--- config.mk ---
export PLATFORM = sky130hd
export DESIGN_NAME = imu_dvel_out_gyro_bias_regs
export DESIGN_NICKNAME = d
export VERILOG_FILES = /design/src/hw/dvel_integrator.v /design/src/hw/imu_dvel_out_gyro_bias_regs.v
export VERILOG_INCLUDE_DIRS = /design/src /design/src/include
export SDC_FILE = /design/constraint.sdc
export NUM_CORES = 2
export LEC_CHECK = 0
export ABC_AREA = 1
export BUFFER_PORTS_ARGS = -buffer_cell sky130_fd_sc_hd__buf_2
export CAP_MARGIN = 20
export CORE_ASPECT_RATIO = 0.75
export CORE_MARGIN = 2
export CORE_UTILIZATION = 54
export DETAILED_ROUTE_END_ITERATION = 7
export PLACE_DENSITY = 0.87
export RECOVER_POWER = 25
export SYNTH_ARGS = -nofsm -noshare
export SYNTH_HDL_FRONTEND = slang
export SYNTH_SLANG_ARGS = --single-unit
export TNS_END_PERCENT = 50
--- constraint.sdc ---
create_clock -name ref_clk -period 16.6 [get_ports ref_clk]
set_input_delay 1.66 -clock ref_clk [delete_from_list [all_inputs] [get_ports ref_clk]]
set_output_delay 1.66 -clock ref_clk [all_outputs]
set_load 0.01 [all_outputs]
--- src/include/imu_dvel_gyro_regs.vh ---
`ifndef IMU_DVEL_GYRO_REGS_VH
`define IMU_DVEL_GYRO_REGS_VH

// Byte addresses of the even byte of each 16-bit register.
`define Y_DELTA_VELOCITY_LOW_ADDR 7'h34
`define Y_DELTA_VELOCITY_HIGH_ADDR 7'h36
`define Z_DELTA_VELOCITY_LOW_ADDR 7'h38
`define Z_DELTA_VELOCITY_HIGH_ADDR 7'h3A
`define X_RATE_OFFSET_LOW_ADDR 7'h40
`define X_RATE_OFFSET_HIGH_ADDR 7'h42
`define Y_RATE_OFFSET_LOW_ADDR 7'h44
`define Y_RATE_OFFSET_HIGH_ADDR 7'h46
`define Z_RATE_OFFSET_LOW_ADDR 7'h48
`define Z_RATE_OFFSET_HIGH_ADDR 7'h4A

// Reset values of the writable bias words.
`define RATE_OFFSET_RESET 16'h0000

// Value read back for an address this bank does not own.
`define UNMAPPED_READ 16'h0000

// Delta velocity format: full scale in m/sec and the zero code.
`define DVEL_FULL_SCALE_MPS 400
`define DVEL_ZERO 32'h00000000
`define DVEL_POS_LIMIT 32'h7FFFFFFF
`define DVEL_NEG_LIMIT 32'h80000000

// Sample rate and clock rate, and the cycle count between samples.
`define REF_CLK_HZ 20000000
`define SAMPLE_RATE_HZ 2000
`define SAMPLE_PERIOD_CYCLES (`REF_CLK_HZ / `SAMPLE_RATE_HZ)

`endif

--- src/hw/dvel_integrator.v ---
`timescale 1ns/1ns
`include "imu_dvel_gyro_regs.vh"

// Trapezoidal integrator of one acceleration axis over one decimation period.
module dvel_integrator #(
	parameter ACC_WIDTH = 16,
	parameter SUM_WIDTH = 40,
	parameter SCALE_SHIFT = 0
)(
	input wire ref_clk,
	input wire reset,
	input wire sampleEn,
	input wire [ACC_WIDTH-1:0] accSample,
	input wire [15:0] decimationSetting,
	output reg [31:0] result_ff,
	output reg resultValid_ff
);

	// Clamps a wide signed sum into the 32-bit output code range.
	function [31:0] sat32;
		input [SUM_WIDTH-1:0] val;
		begin
			if (!val[SUM_WIDTH-1] && (|val[SUM_WIDTH-2:31]))
				sat32 = `DVEL_POS_LIMIT;
			else if (val[SUM_WIDTH-1] && !(&val[SUM_WIDTH-2:31]))
				sat32 = `DVEL_NEG_LIMIT;
			else
				sat32 = val[31:0];
		end
	endfunction

	reg [ACC_WIDTH-1:0] prevAcc_ff; // Previous acceleration sample.
	reg [SUM_WIDTH-1:0] accum_ff; // Running trapezoid sum of the period.
	reg [15:0] count_ff; // Samples taken so far in this period.
	wire [SUM_WIDTH-1:0] pairSum; // Current plus previous sample, sign extended.
	wire [SUM_WIDTH-1:0] total; // Sum including the current pair.
	wire [SUM_WIDTH-1:0] scaled; // Total after the fixed output scaling.

	assign pairSum = {{(SUM_WIDTH-ACC_WIDTH){accSample[ACC_WIDTH-1]}}, accSample}
		+ {{(SUM_WIDTH-ACC_WIDTH){prevAcc_ff[ACC_WIDTH-1]}}, prevAcc_ff};
	assign total = accum_ff + pairSum;
	assign scaled = total <<< SCALE_SHIFT;

	// Sums pairs for decimationSetting plus one samples, then publishes and restarts.
	always @(posedge ref_clk or posedge reset)
	begin
		if (reset)
		begin
			prevAcc_ff <= {ACC_WIDTH{1'b0}};
			accum_ff <= {SUM_WIDTH{1'b0}};
			count_ff <= 16'h0000;
			result_ff <= `DVEL_ZERO;
			resultValid_ff <= 1'b0;
		end
		else
		begin
			resultValid_ff <= 1'b0;
			if (sampleEn)
			begin
				prevAcc_ff <= accSample;
				if (count_ff == decimationSetting)
				begin
					// Period complete: saturated result, both halves at once.
					result_ff <= sat32(scaled);
					resultValid_ff <= 1'b1;
					accum_ff <= {SUM_WIDTH{1'b0}};
					count_ff <= 16'h0000;
				end
				else
				begin
					// Still inside the period: keep summing.
					accum_ff <= total;
					count_ff <= count_ff + 16'h0001;
				end
			end
		end
	end

endmodule // dvel_integrator

--- src/hw/imu_dvel_out_gyro_bias_regs.v ---
`timescale 1ns/1ns
`include "imu_dvel_gyro_regs.vh"

module imu_dvel_out_gyro_bias_regs #(
	parameter SAMPLE_PERIOD = `SAMPLE_PERIOD_CYCLES,
	parameter ACC_WIDTH = 16,
	parameter DVEL_SCALE_SHIFT = 0
)(
	input wire ref_clk,
	input wire reset,
	// Host register port: byte address, strobes and data.
	input wire [6:0] regAddr,
	input wire regWrEn,
	input wire [15:0] regWrData,
	input wire regRdEn,
	output reg [15:0] regRdData_ff,
	output reg regRdValid_ff,
	// Flash keeper: restore pulse, stored image and live image.
	input wire flashRestore,
	input wire [95:0] flashImage,
	output wire [95:0] biasImage,
	// Sample inputs from the sensor front end.
	input wire [15:0] decimationSetting,
	input wire [ACC_WIDTH-1:0] accelY,
	input wire [ACC_WIDTH-1:0] accelZ,
	input wire [31:0] factoryGyroX,
	input wire [31:0] factoryGyroY,
	input wire [31:0] factoryGyroZ,
	// Processing outputs towards the rest of the unit.
	output reg sampleTick_ff,
	output reg [31:0] gyroX_ff,
	output reg [31:0] gyroY_ff,
	output reg [31:0] gyroZ_ff,
	output reg gyroValid_ff,
	output reg dvelUpdate_ff
);

	// The bank has three parts. A divider makes the 2000 Hz processing tick.
	// The rate chain adds the host's 32-bit offset to each factory-corrected
	// rate sample on that tick. Two integrators sum acceleration over one
	// decimation period, and the results are published here as velocity words.
	// The host reaches the six offset words and the four velocity words
	// through a plain strobe port; everything else reads as zero.
	// The flash keeper outside saves biasImage and restores it on request.

	// Adds a signed 32-bit offset to a signed 32-bit sample and clamps the result.
	// It serves all three axes, so the clipping is the same everywhere.
	function [31:0] addSat;
		input [31:0] sample;
		input [31:0] offset;
		reg [32:0] wide;
		begin
			wide = {sample[31], sample} + {offset[31], offset};
			// The two top bits differ only when the true sum left the 32-bit range.
			// The extra sign bit then tells which limit was crossed.
			if (wide[32] != wide[31])
				addSat = wide[32] ? `DVEL_NEG_LIMIT : `DVEL_POS_LIMIT;
			else
				addSat = wide[31:0];
		end
	endfunction

	// Tells whether a byte address falls on the 16-bit register at a given base.
	function hitWord;
		input [6:0] addr;
		input [6:0] base;
		begin
			// Bit 0 picks the byte within the word, so the odd address hits as well.
			hitWord = (addr[6:1] == base[6:1]);
		end
	endfunction

	// Width of the sample divider counter.
	// It is wide enough for the default 10000-cycle period and far beyond.
	localparam DIV_WIDTH = 24;
	// Last count of the divider as a full word, before it is cut to the counter width.
	localparam [31:0] DIV_LAST_WORD = SAMPLE_PERIOD - 1;
	// Last count of the divider, sized to the counter.
	localparam [DIV_WIDTH-1:0] DIV_LAST = DIV_LAST_WORD[DIV_WIDTH-1:0];

	// Sample divider state.
	reg [DIV_WIDTH-1:0] divCount_ff; // Cycles since the last sample tick.
	wire [DIV_WIDTH-1:0] nxt_divCount; // Next divider count.

	// Writable offset words, all reset to zero and kept in flash.
	reg [15:0] xOffLow_ff; // X rate offset, lower word.
	reg [15:0] xOffHigh_ff; // X rate offset, upper word.
	reg [15:0] yOffLow_ff; // Y rate offset, lower word.
	reg [15:0] yOffHigh_ff; // Y rate offset, upper word.
	reg [15:0] zOffLow_ff; // Z rate offset, lower word.
	reg [15:0] zOffHigh_ff; // Z rate offset, upper word.

	// Combined offsets as seen by the rate chain.
	wire [31:0] xOffset; // X offset as one 32-bit value.
	wire [31:0] yOffset; // Y offset as one 32-bit value.
	wire [31:0] zOffset; // Z offset as one 32-bit value.

	// Velocity path: raw integrator results and the published copies.
	wire [31:0] dvelYRaw; // Y integrator result.
	wire [31:0] dvelZRaw; // Z integrator result.
	wire dvelYDone; // Y integrator finished a period.
	wire dvelZDone; // Z integrator finished a period.
	reg [31:0] dvelY_ff; // Published Y delta velocity.
	reg [31:0] dvelZ_ff; // Published Z delta velocity.

	// Read path.
	reg [15:0] nxt_regRdData; // Read data chosen by the address.

	// Divider: one tick every SAMPLE_PERIOD cycles of ref_clk.
	// It wraps to zero after the last count instead of running on.
	assign nxt_divCount = (divCount_ff == DIV_LAST) ? {DIV_WIDTH{1'b0}}
		: divCount_ff + {{(DIV_WIDTH-1){1'b0}}, 1'b1};

	// Produces the 2000 Hz processing enable for the whole chain.
	// The tick is registered, so every consumer sees it on the same edge.
	always @(posedge ref_clk or posedge reset)
	begin
		if (reset)
		begin
			// The count restarts at zero; the first tick comes SAMPLE_PERIOD cycles on.
			divCount_ff <= {DIV_WIDTH{1'b0}};
			sampleTick_ff <= 1'b0;
		end
		else
		begin
			divCount_ff <= nxt_divCount;
			sampleTick_ff <= (divCount_ff == DIV_LAST);
		end
	end

	// The offset pairs join upper over lower into one signed 32-bit value.
	assign xOffset = {xOffHigh_ff, xOffLow_ff};
	assign yOffset = {yOffHigh_ff, yOffLow_ff};
	assign zOffset = {zOffHigh_ff, zOffLow_ff};

	// The saved image is what the flash keeper writes back on a save.
	// It comes back later on flashImage, in the same order.
	assign biasImage = {zOffHigh_ff, zOffLow_ff, yOffHigh_ff, yOffLow_ff, xOffHigh_ff, xOffLow_ff};

	// Writable offset words: reset to zero, loaded from flash, or written by the host.
	// Each word is written on its own; the pair is only joined downstream.
	always @(posedge ref_clk or posedge reset)
	begin
		if (reset)
		begin
			// All six words come out of reset as zero.
			xOffLow_ff <= `RATE_OFFSET_RESET;
			xOffHigh_ff <= `RATE_OFFSET_RESET;
			yOffLow_ff <= `RATE_OFFSET_RESET;
			yOffHigh_ff <= `RATE_OFFSET_RESET;
			zOffLow_ff <= `RATE_OFFSET_RESET;
			zOffHigh_ff <= `RATE_OFFSET_RESET;
		end
		else if (flashRestore)
		begin
			// A restore from flash takes the whole stored image at once.
			// A host write in the same cycle is lost; the restore wins.
			// X axis words.
			xOffLow_ff <= flashImage[15:0];
			xOffHigh_ff <= flashImage[31:16];
			// Y axis words.
			yOffLow_ff <= flashImage[47:32];
			yOffHigh_ff <= flashImage[63:48];
			// Z axis words.
			zOffLow_ff <= flashImage[79:64];
			zOffHigh_ff <= flashImage[95:80];
		end
		else if (regWrEn)
		begin
			// A host write lands in the one word it addresses.
			// Velocity words and unmapped addresses are ignored.
			// X axis words.
			if (hitWord(regAddr, `X_RATE_OFFSET_LOW_ADDR))
				xOffLow_ff <= regWrData;
			if (hitWord(regAddr, `X_RATE_OFFSET_HIGH_ADDR))
				xOffHigh_ff <= regWrData;
			// Y axis words.
			if (hitWord(regAddr, `Y_RATE_OFFSET_LOW_ADDR))
				yOffLow_ff <= regWrData;
			if (hitWord(regAddr, `Y_RATE_OFFSET_HIGH_ADDR))
				yOffHigh_ff <= regWrData;
			// Z axis words.
			if (hitWord(regAddr, `Z_RATE_OFFSET_LOW_ADDR))
				zOffLow_ff <= regWrData;
			if (hitWord(regAddr, `Z_RATE_OFFSET_HIGH_ADDR))
				zOffHigh_ff <= regWrData;
		end
	end

	// Rate chain: the user offset is applied right after the factory stage.
	// Nothing sits between the factory stage and this add.
	always @(posedge ref_clk or posedge reset)
	begin
		if (reset)
		begin
			// No corrected sample exists before the first tick.
			gyroX_ff <= 32'h00000000;
			gyroY_ff <= 32'h00000000;
			gyroZ_ff <= 32'h00000000;
			gyroValid_ff <= 1'b0;
		end
		else
		begin
			// The valid pulse follows the tick by exactly one cycle.
			gyroValid_ff <= sampleTick_ff;
			// Between ticks the outputs hold the last corrected sample.
			if (sampleTick_ff)
			begin
				// Each axis gets its own offset, in the same manner.
				// Clipping instead of wrapping stops a large offset from
				// flipping a near full-scale rate to the opposite sign.
				gyroX_ff <= addSat(factoryGyroX, xOffset);
				gyroY_ff <= addSat(factoryGyroY, yOffset);
				gyroZ_ff <= addSat(factoryGyroZ, zOffset);
			end
		end
	end

	// Y axis velocity integrator over one decimation period.
	// Both integrators share the tick and the setting, so they finish on the same edge.
	dvel_integrator #(
		.ACC_WIDTH(ACC_WIDTH),
		.SUM_WIDTH(40),
		.SCALE_SHIFT(DVEL_SCALE_SHIFT)
	) yIntegrator (
		.ref_clk(ref_clk),
		.reset(reset),
		.sampleEn(sampleTick_ff),
		.accSample(accelY),
		.decimationSetting(decimationSetting),
		.result_ff(dvelYRaw),
		.resultValid_ff(dvelYDone)
	);

	// Z axis velocity integrator over one decimation period.
	// It mirrors the Y integrator on the Z acceleration input.
	dvel_integrator #(
		.ACC_WIDTH(ACC_WIDTH),
		.SUM_WIDTH(40),
		.SCALE_SHIFT(DVEL_SCALE_SHIFT)
	) zIntegrator (
		.ref_clk(ref_clk),
		.reset(reset),
		.sampleEn(sampleTick_ff),
		.accSample(accelZ),
		.decimationSetting(decimationSetting),
		.result_ff(dvelZRaw),
		.resultValid_ff(dvelZDone)
	);

	// Publishes both axes together so that a read never mixes two periods.
	// The copies let a slow host read both halves of one period while the next is summed.
	always @(posedge ref_clk or posedge reset)
	begin
		if (reset)
		begin
			// Velocity reads zero until the first period has been summed.
			dvelY_ff <= `DVEL_ZERO;
			dvelZ_ff <= `DVEL_ZERO;
			dvelUpdate_ff <= 1'b0;
		end
		else
		begin
			// Both axes must be done; they always finish on the same edge.
			dvelUpdate_ff <= dvelYDone & dvelZDone;
			if (dvelYDone & dvelZDone)
			begin
				// Both 32-bit words change in one edge, the halves stay paired.
				dvelY_ff <= dvelYRaw;
				dvelZ_ff <= dvelZRaw;
			end
		end
	end

	// Read decode: only the velocity and offset words are visible here.
	always @*
	begin
		// Any other address reads as zero, so nothing hidden leaks out.
		nxt_regRdData = `UNMAPPED_READ;
		// Y velocity words, read only.
		if (hitWord(regAddr, `Y_DELTA_VELOCITY_LOW_ADDR))
			nxt_regRdData = dvelY_ff[15:0];
		else if (hitWord(regAddr, `Y_DELTA_VELOCITY_HIGH_ADDR))
			nxt_regRdData = dvelY_ff[31:16];
		// Z velocity words, read only.
		else if (hitWord(regAddr, `Z_DELTA_VELOCITY_LOW_ADDR))
			nxt_regRdData = dvelZ_ff[15:0];
		else if (hitWord(regAddr, `Z_DELTA_VELOCITY_HIGH_ADDR))
			nxt_regRdData = dvelZ_ff[31:16];
		// X offset words read back what was written or restored.
		else if (hitWord(regAddr, `X_RATE_OFFSET_LOW_ADDR))
			nxt_regRdData = xOffLow_ff;
		else if (hitWord(regAddr, `X_RATE_OFFSET_HIGH_ADDR))
			nxt_regRdData = xOffHigh_ff;
		// Y offset words.
		else if (hitWord(regAddr, `Y_RATE_OFFSET_LOW_ADDR))
			nxt_regRdData = yOffLow_ff;
		else if (hitWord(regAddr, `Y_RATE_OFFSET_HIGH_ADDR))
			nxt_regRdData = yOffHigh_ff;
		// Z offset words.
		else if (hitWord(regAddr, `Z_RATE_OFFSET_LOW_ADDR))
			nxt_regRdData = zOffLow_ff;
		else if (hitWord(regAddr, `Z_RATE_OFFSET_HIGH_ADDR))
			nxt_regRdData = zOffHigh_ff;
	end

	// Read port: data is registered one cycle after the read strobe.
	// The decode uses the address held in the same cycle as the strobe.
	always @(posedge ref_clk or posedge reset)
	begin
		if (reset)
		begin
			// No read is pending after reset.
			regRdData_ff <= 16'h0000;
			regRdValid_ff <= 1'b0;
		end
		else
		begin
			regRdValid_ff <= regRdEn;
			// The data register keeps the last read value between reads.
			if (regRdEn)
				regRdData_ff <= nxt_regRdData;
		end
	end

endmodule // imu_dvel_out_gyro_bias_regs

==> results <==
- The flow ran to the end, but the final reports show violations.
- The final reports fail on max-capacitance violations, max-slew violations.
- The clock root buffer is clkbuf_16.
- The effective utilization at floorplan is 54.9%.
- Subtracting the final worst setup slack from the clock period gives 9.30 ns.
- The via count of the first global-routing pass is 33000.
- The post-layout worst setup margin is 7.30 ns.
- The startpoint class of the critical path is a register.
- The fraction of synthesis flops using an asynchronous set or reset pin is 100%.
- The final core utilization is 62.4%.
- Pin placement for this block handled 480 I/O pins.
- The class of the tightest hold or removal check is reg2reg.
- The net total in the final layout is 5802.
- Buffers added to address setup during post-CTS repair amount to 0.
- The count of nets left with antenna violations once routing finished came out at 0.
- The final-report max-slew violation count is 535.
- In this run the worst path has a maximum fanout of 75.
- The post-synth design cell area is 35100 sq um.
- The count of instances resized after the clock tree is built is 0.
- The gate count of the mapped netlist is 4884.
- The routability-driven placement congestion ratio is 1.09.
- The total half-perimeter wirelength after legalization and detailed placement is 101000 microns.
- The total setup violations reported at the end of the flow is 0.
- The clock passes through at most 3 buffers.
- The number of enable-type register cells in the synthesized netlist is 0.
- The critical path contains buffers and inverters numbering 4 combined.
- TritonCTS built the clock tree.
- The floorplan step defined a die boundary enclosing 67000 sq um.
- The count of endpoints failing hold in the final timing report is 0.
- The post-synthesis adder-cell area fraction is 8.00%.
- For this design, the sink count on the clock tree is 510.
- The DRC violations left is 0.
- The number of rows created at floorplan is 80.
- The kind of cell with the highest combined delay along the critical path is buffers and inverters.
- The port buffer count is 478.
- The fraction of post-synthesis cell area in the top cell type by area is 36.4%.
- Leaving out filler cells and counting taps, the final layout contains 6228.
- The post-synthesis compound-gate area fraction is 15.3%.
- For the final routed database, the setup TNS stands at 0 ns.
- The per-cell routed wire length is 20.8 microns.
- Across the VDD grid, the largest voltage drop is 93.5 uV.
- The later pin in the worst-skew pair is clocked with a latency of 0.62 ns.
- By area, the combinational part of the netlist is dominated by simple AND/OR/NAND/NOR gates.
- Hold repair after CTS inserted 0 buffers.
- At the worst endpoint, the required time is 17.10 ns.
- Buffers inserted during clock tree synthesis total 50.
- The area growth from synthesis to layout is 13.7%.
- Setup repair after global routing left no endpoint under its margin.
- The global-route total usage across every layer is 37.8%.
- The H-tree was split into 2 levels.
- The max capacitance violation total is 9.
- The most common cell after layout, fill and taps aside is nand2_1.
- In the layout the commonest cells are nand2_1 (1684), inv_1 (605), dfrtp_1 (510).
- The number of nets in the synthesized netlist is 5372.
- The area after detailed placement is 38200 sq um.
- The path type of the worst setup path is reg2reg.
- The pin count of the biggest net entering global routing is 186.
- Summing the areas of all xor and xnor instances in the mapped netlist gives 5.15% of the synthesized area.
- The number of distinct standard cells referenced by the synthesized netlist is 58.
- The cell area after layout is 39900 sq um.
- During synthesis, Yosys emitted a total of 0 warnings.
- The total via count after detailed routing is 36500.
- The number of DRC violations after detailed-routing iteration 0 is 4469.
- For this design the ratio of total power to cell area is 89.1 nW/um^2.
- Measured along the x axis, the die boundary spans 298 microns.
- The biggest area contributor in the post-synthesis netlist is dfrtp_1.
- The data arrival time of the critical path is 9.79 ns.
- The mean area per synthesized cell is 7.18 sq um.
- The basic-gate share of the synthesized area counting and, or, nand and nor cells is 27.0%.
- STA classifies the critical path endpoint as a register.
- The post-route netlist has 11.5% of its cells at a drive strength greater than 1.
- The relative max-transition margin is -321%.
- In the synthesized netlist the dominant register cell turns out to be dfrtp_1.
- Between clock sinks in the finished design, the worst skew comes to 0.0281 ns.
- Derived from the worst setup path, the maximum achievable clock frequency is 0.108 GHz.
- After detailed routing, the number of vias per cell comes to 5.86.
- The cell with the largest stage delay on the worst path is clkinvlp_2.
- The delay of the slowest cell on the worst path is 3.07 ns.
- The die extent in y is 225 microns.
- At the pin with the least slew margin, the transition time is 6.28 ns.
- Including well taps, the total number of placed cells is 6117.
- The number of antenna violations at the first check in global routing is 13.
- The core footprint is 63900 sq um.
- The count of fill cells added during filler insertion is 5729.
- Of the post-synthesis cell area, the part taken by muxes is 0%.
- After clock tree synthesis, the clock-pin slew on the worst setup and hold paths is 0.07 ns.
- The number of register bits inferred by synthesis is 510.
- The first-pass GRT wire length is 195000 microns.
- For this run, the register share of the synthesized area comes to 36.4%.
- In this run the static leakage power is 21.1 nW.
- Summed over all layers, the global routing overflow is 0.
- Timing analysis after detailed placement gives a worst setup slack of 9.24 ns.
- The most frequent cell on the critical path is clkbuf_1.
- The number of optimization iterations in the first detailed-route pass is 7.
- The routed design has 129000 microns of wire.
- By area the synthesized netlist is led by dfrtp_1 (36%), nand2_1 (18%), ha_1 (7.6%), inv_1 (6.5%), a21oi_1 (4.5%).
- The post-route fraction of the period consumed by the critical path is 56.0%.
- Walking the worst path, the cells encountered are clkbuf_1 > clkinvlp_2 > nor2_2 > clkbuf_1 > inv_1 > o21ai_0.
[report_power, final]
group	leakage, nW	switching (mW)	internal (mW)
Combinational	14.3	0.667	0.321
Sequential	5.93	0.0747	1.28
Clock	0.847	0.531	0.683
[worst paths after layout]
kind | from | endpoint | slack (ns) | cells past startpoint
setup / recovery | sampleTick_ff | zIntegrator.accum_ff[35] | 7.30 | 6
hold / removal | yIntegrator.prevAcc_ff[6] | yIntegrator.prevAcc_ff[6] | 0.48 | 2
setup reg to reg | sampleTick_ff | zIntegrator.accum_ff[35] | 7.30 | 6
hold reg to reg | yIntegrator.prevAcc_ff[6] | yIntegrator.prevAcc_ff[6] | 0.48 | 2
max in group asynchronous | reset | gyroX_ff[8] | 10.08 | 4
min in group asynchronous | reset | zOffHigh_ff[13] | 3.00 | 2
[synth_stat cells, types with 3 or more instances]
cell type	instances
and2_1	4
or2_2	5
buf_4	11
buf_2	11
a22o_1	55
inv_1	607
xnor2_1	74
nand4_1	69
buf_8	3
a31oi_1	10
o211ai_1	109
buf_6	3
a21oi_2	4
nand3_1	202
clkbuf_1	91
o221ai_1	3
nor2_2	8
o21ai_1	5
a21oi_1	312
o21bai_1	22
ha_1	213
o21ai_2	4
a21boi_0	6
o21a_1	15
buf_1	6
nand3_2	3
a221oi_1	10
o22ai_1	4
nor3_2	4
nand2_1	1684
a21boi_2	30
nor2_1	264
nor3_1	45
nand3b_1	6
dfrtp_1	510
xor2_1	132
fa_1	7
and3_1	5
nand2_2	10
a21o_1	9
o21ai_0	269
nor4_1	18
[cell families (layout without fill, tap and decap cells)]
logic type / Yosys count / count (layout)
other cells: 0 / 12
simple gates: 2333 / 2333
fa+ha+maj: 220 / 220
xor+xnor: 206 / 206
compound gates: 879 / 879
buf+inv: 736 / 1207
flops: 510 / 510
[tightest hold or removal path, stage by stage (launching register included)]
cell and delay, ns:
dfrtp_1 0.35, nand2_1 0.05, nand2_1 0.05
[registers in the layout (all words and copies together), names as in the netlist, 24 cells and up]
signal	count
zIntegrator.result_ff	32
zIntegrator.accum_ff	40
gyroX_ff	32
dvelZ_ff	32
yIntegrator.result_ff	32
gyroZ_ff	32
divCount_ff	24
dvelY_ff	32
gyroY_ff	32
yIntegrator.accum_ff	40
[routing by layer]
metal	up-vias	track usage [%]	wire [microns]
li1	16800	-	-
met1	17100	54.5	54000
met2	2260	53.3	51800
met3	388	11.8	18300
met4	4	12.9	5280
met5	-	0	30
[per-stage QoR]
step	hold slack [ns]	total power [mW]
final	0.478	3.55
after floorplan	0.430	1.98
after global routing	0.494	3.69
after CTS	0.480	3.52
after detailed placement	0.464	2.31
after global placement	0.457	2.30
[layout make-up]
type | instances | area [sq um] | area share (%)
inverters | 609 | 2290 | 5.74
well taps | 861 | 1080 | 2.70
clock inverters | 29 | 328 | 0.822
diodes | 12 | 30.0 | 0.0753
clock buffers | 64 | 1410 | 3.53
multi-input cells | 3638 | 19400 | 48.7
repair buffers | 505 | 2550 | 6.39
flip-flops and latches | 510 | 12800 | 32.0
Note: power is estimated with default switching activity, not from simulation.
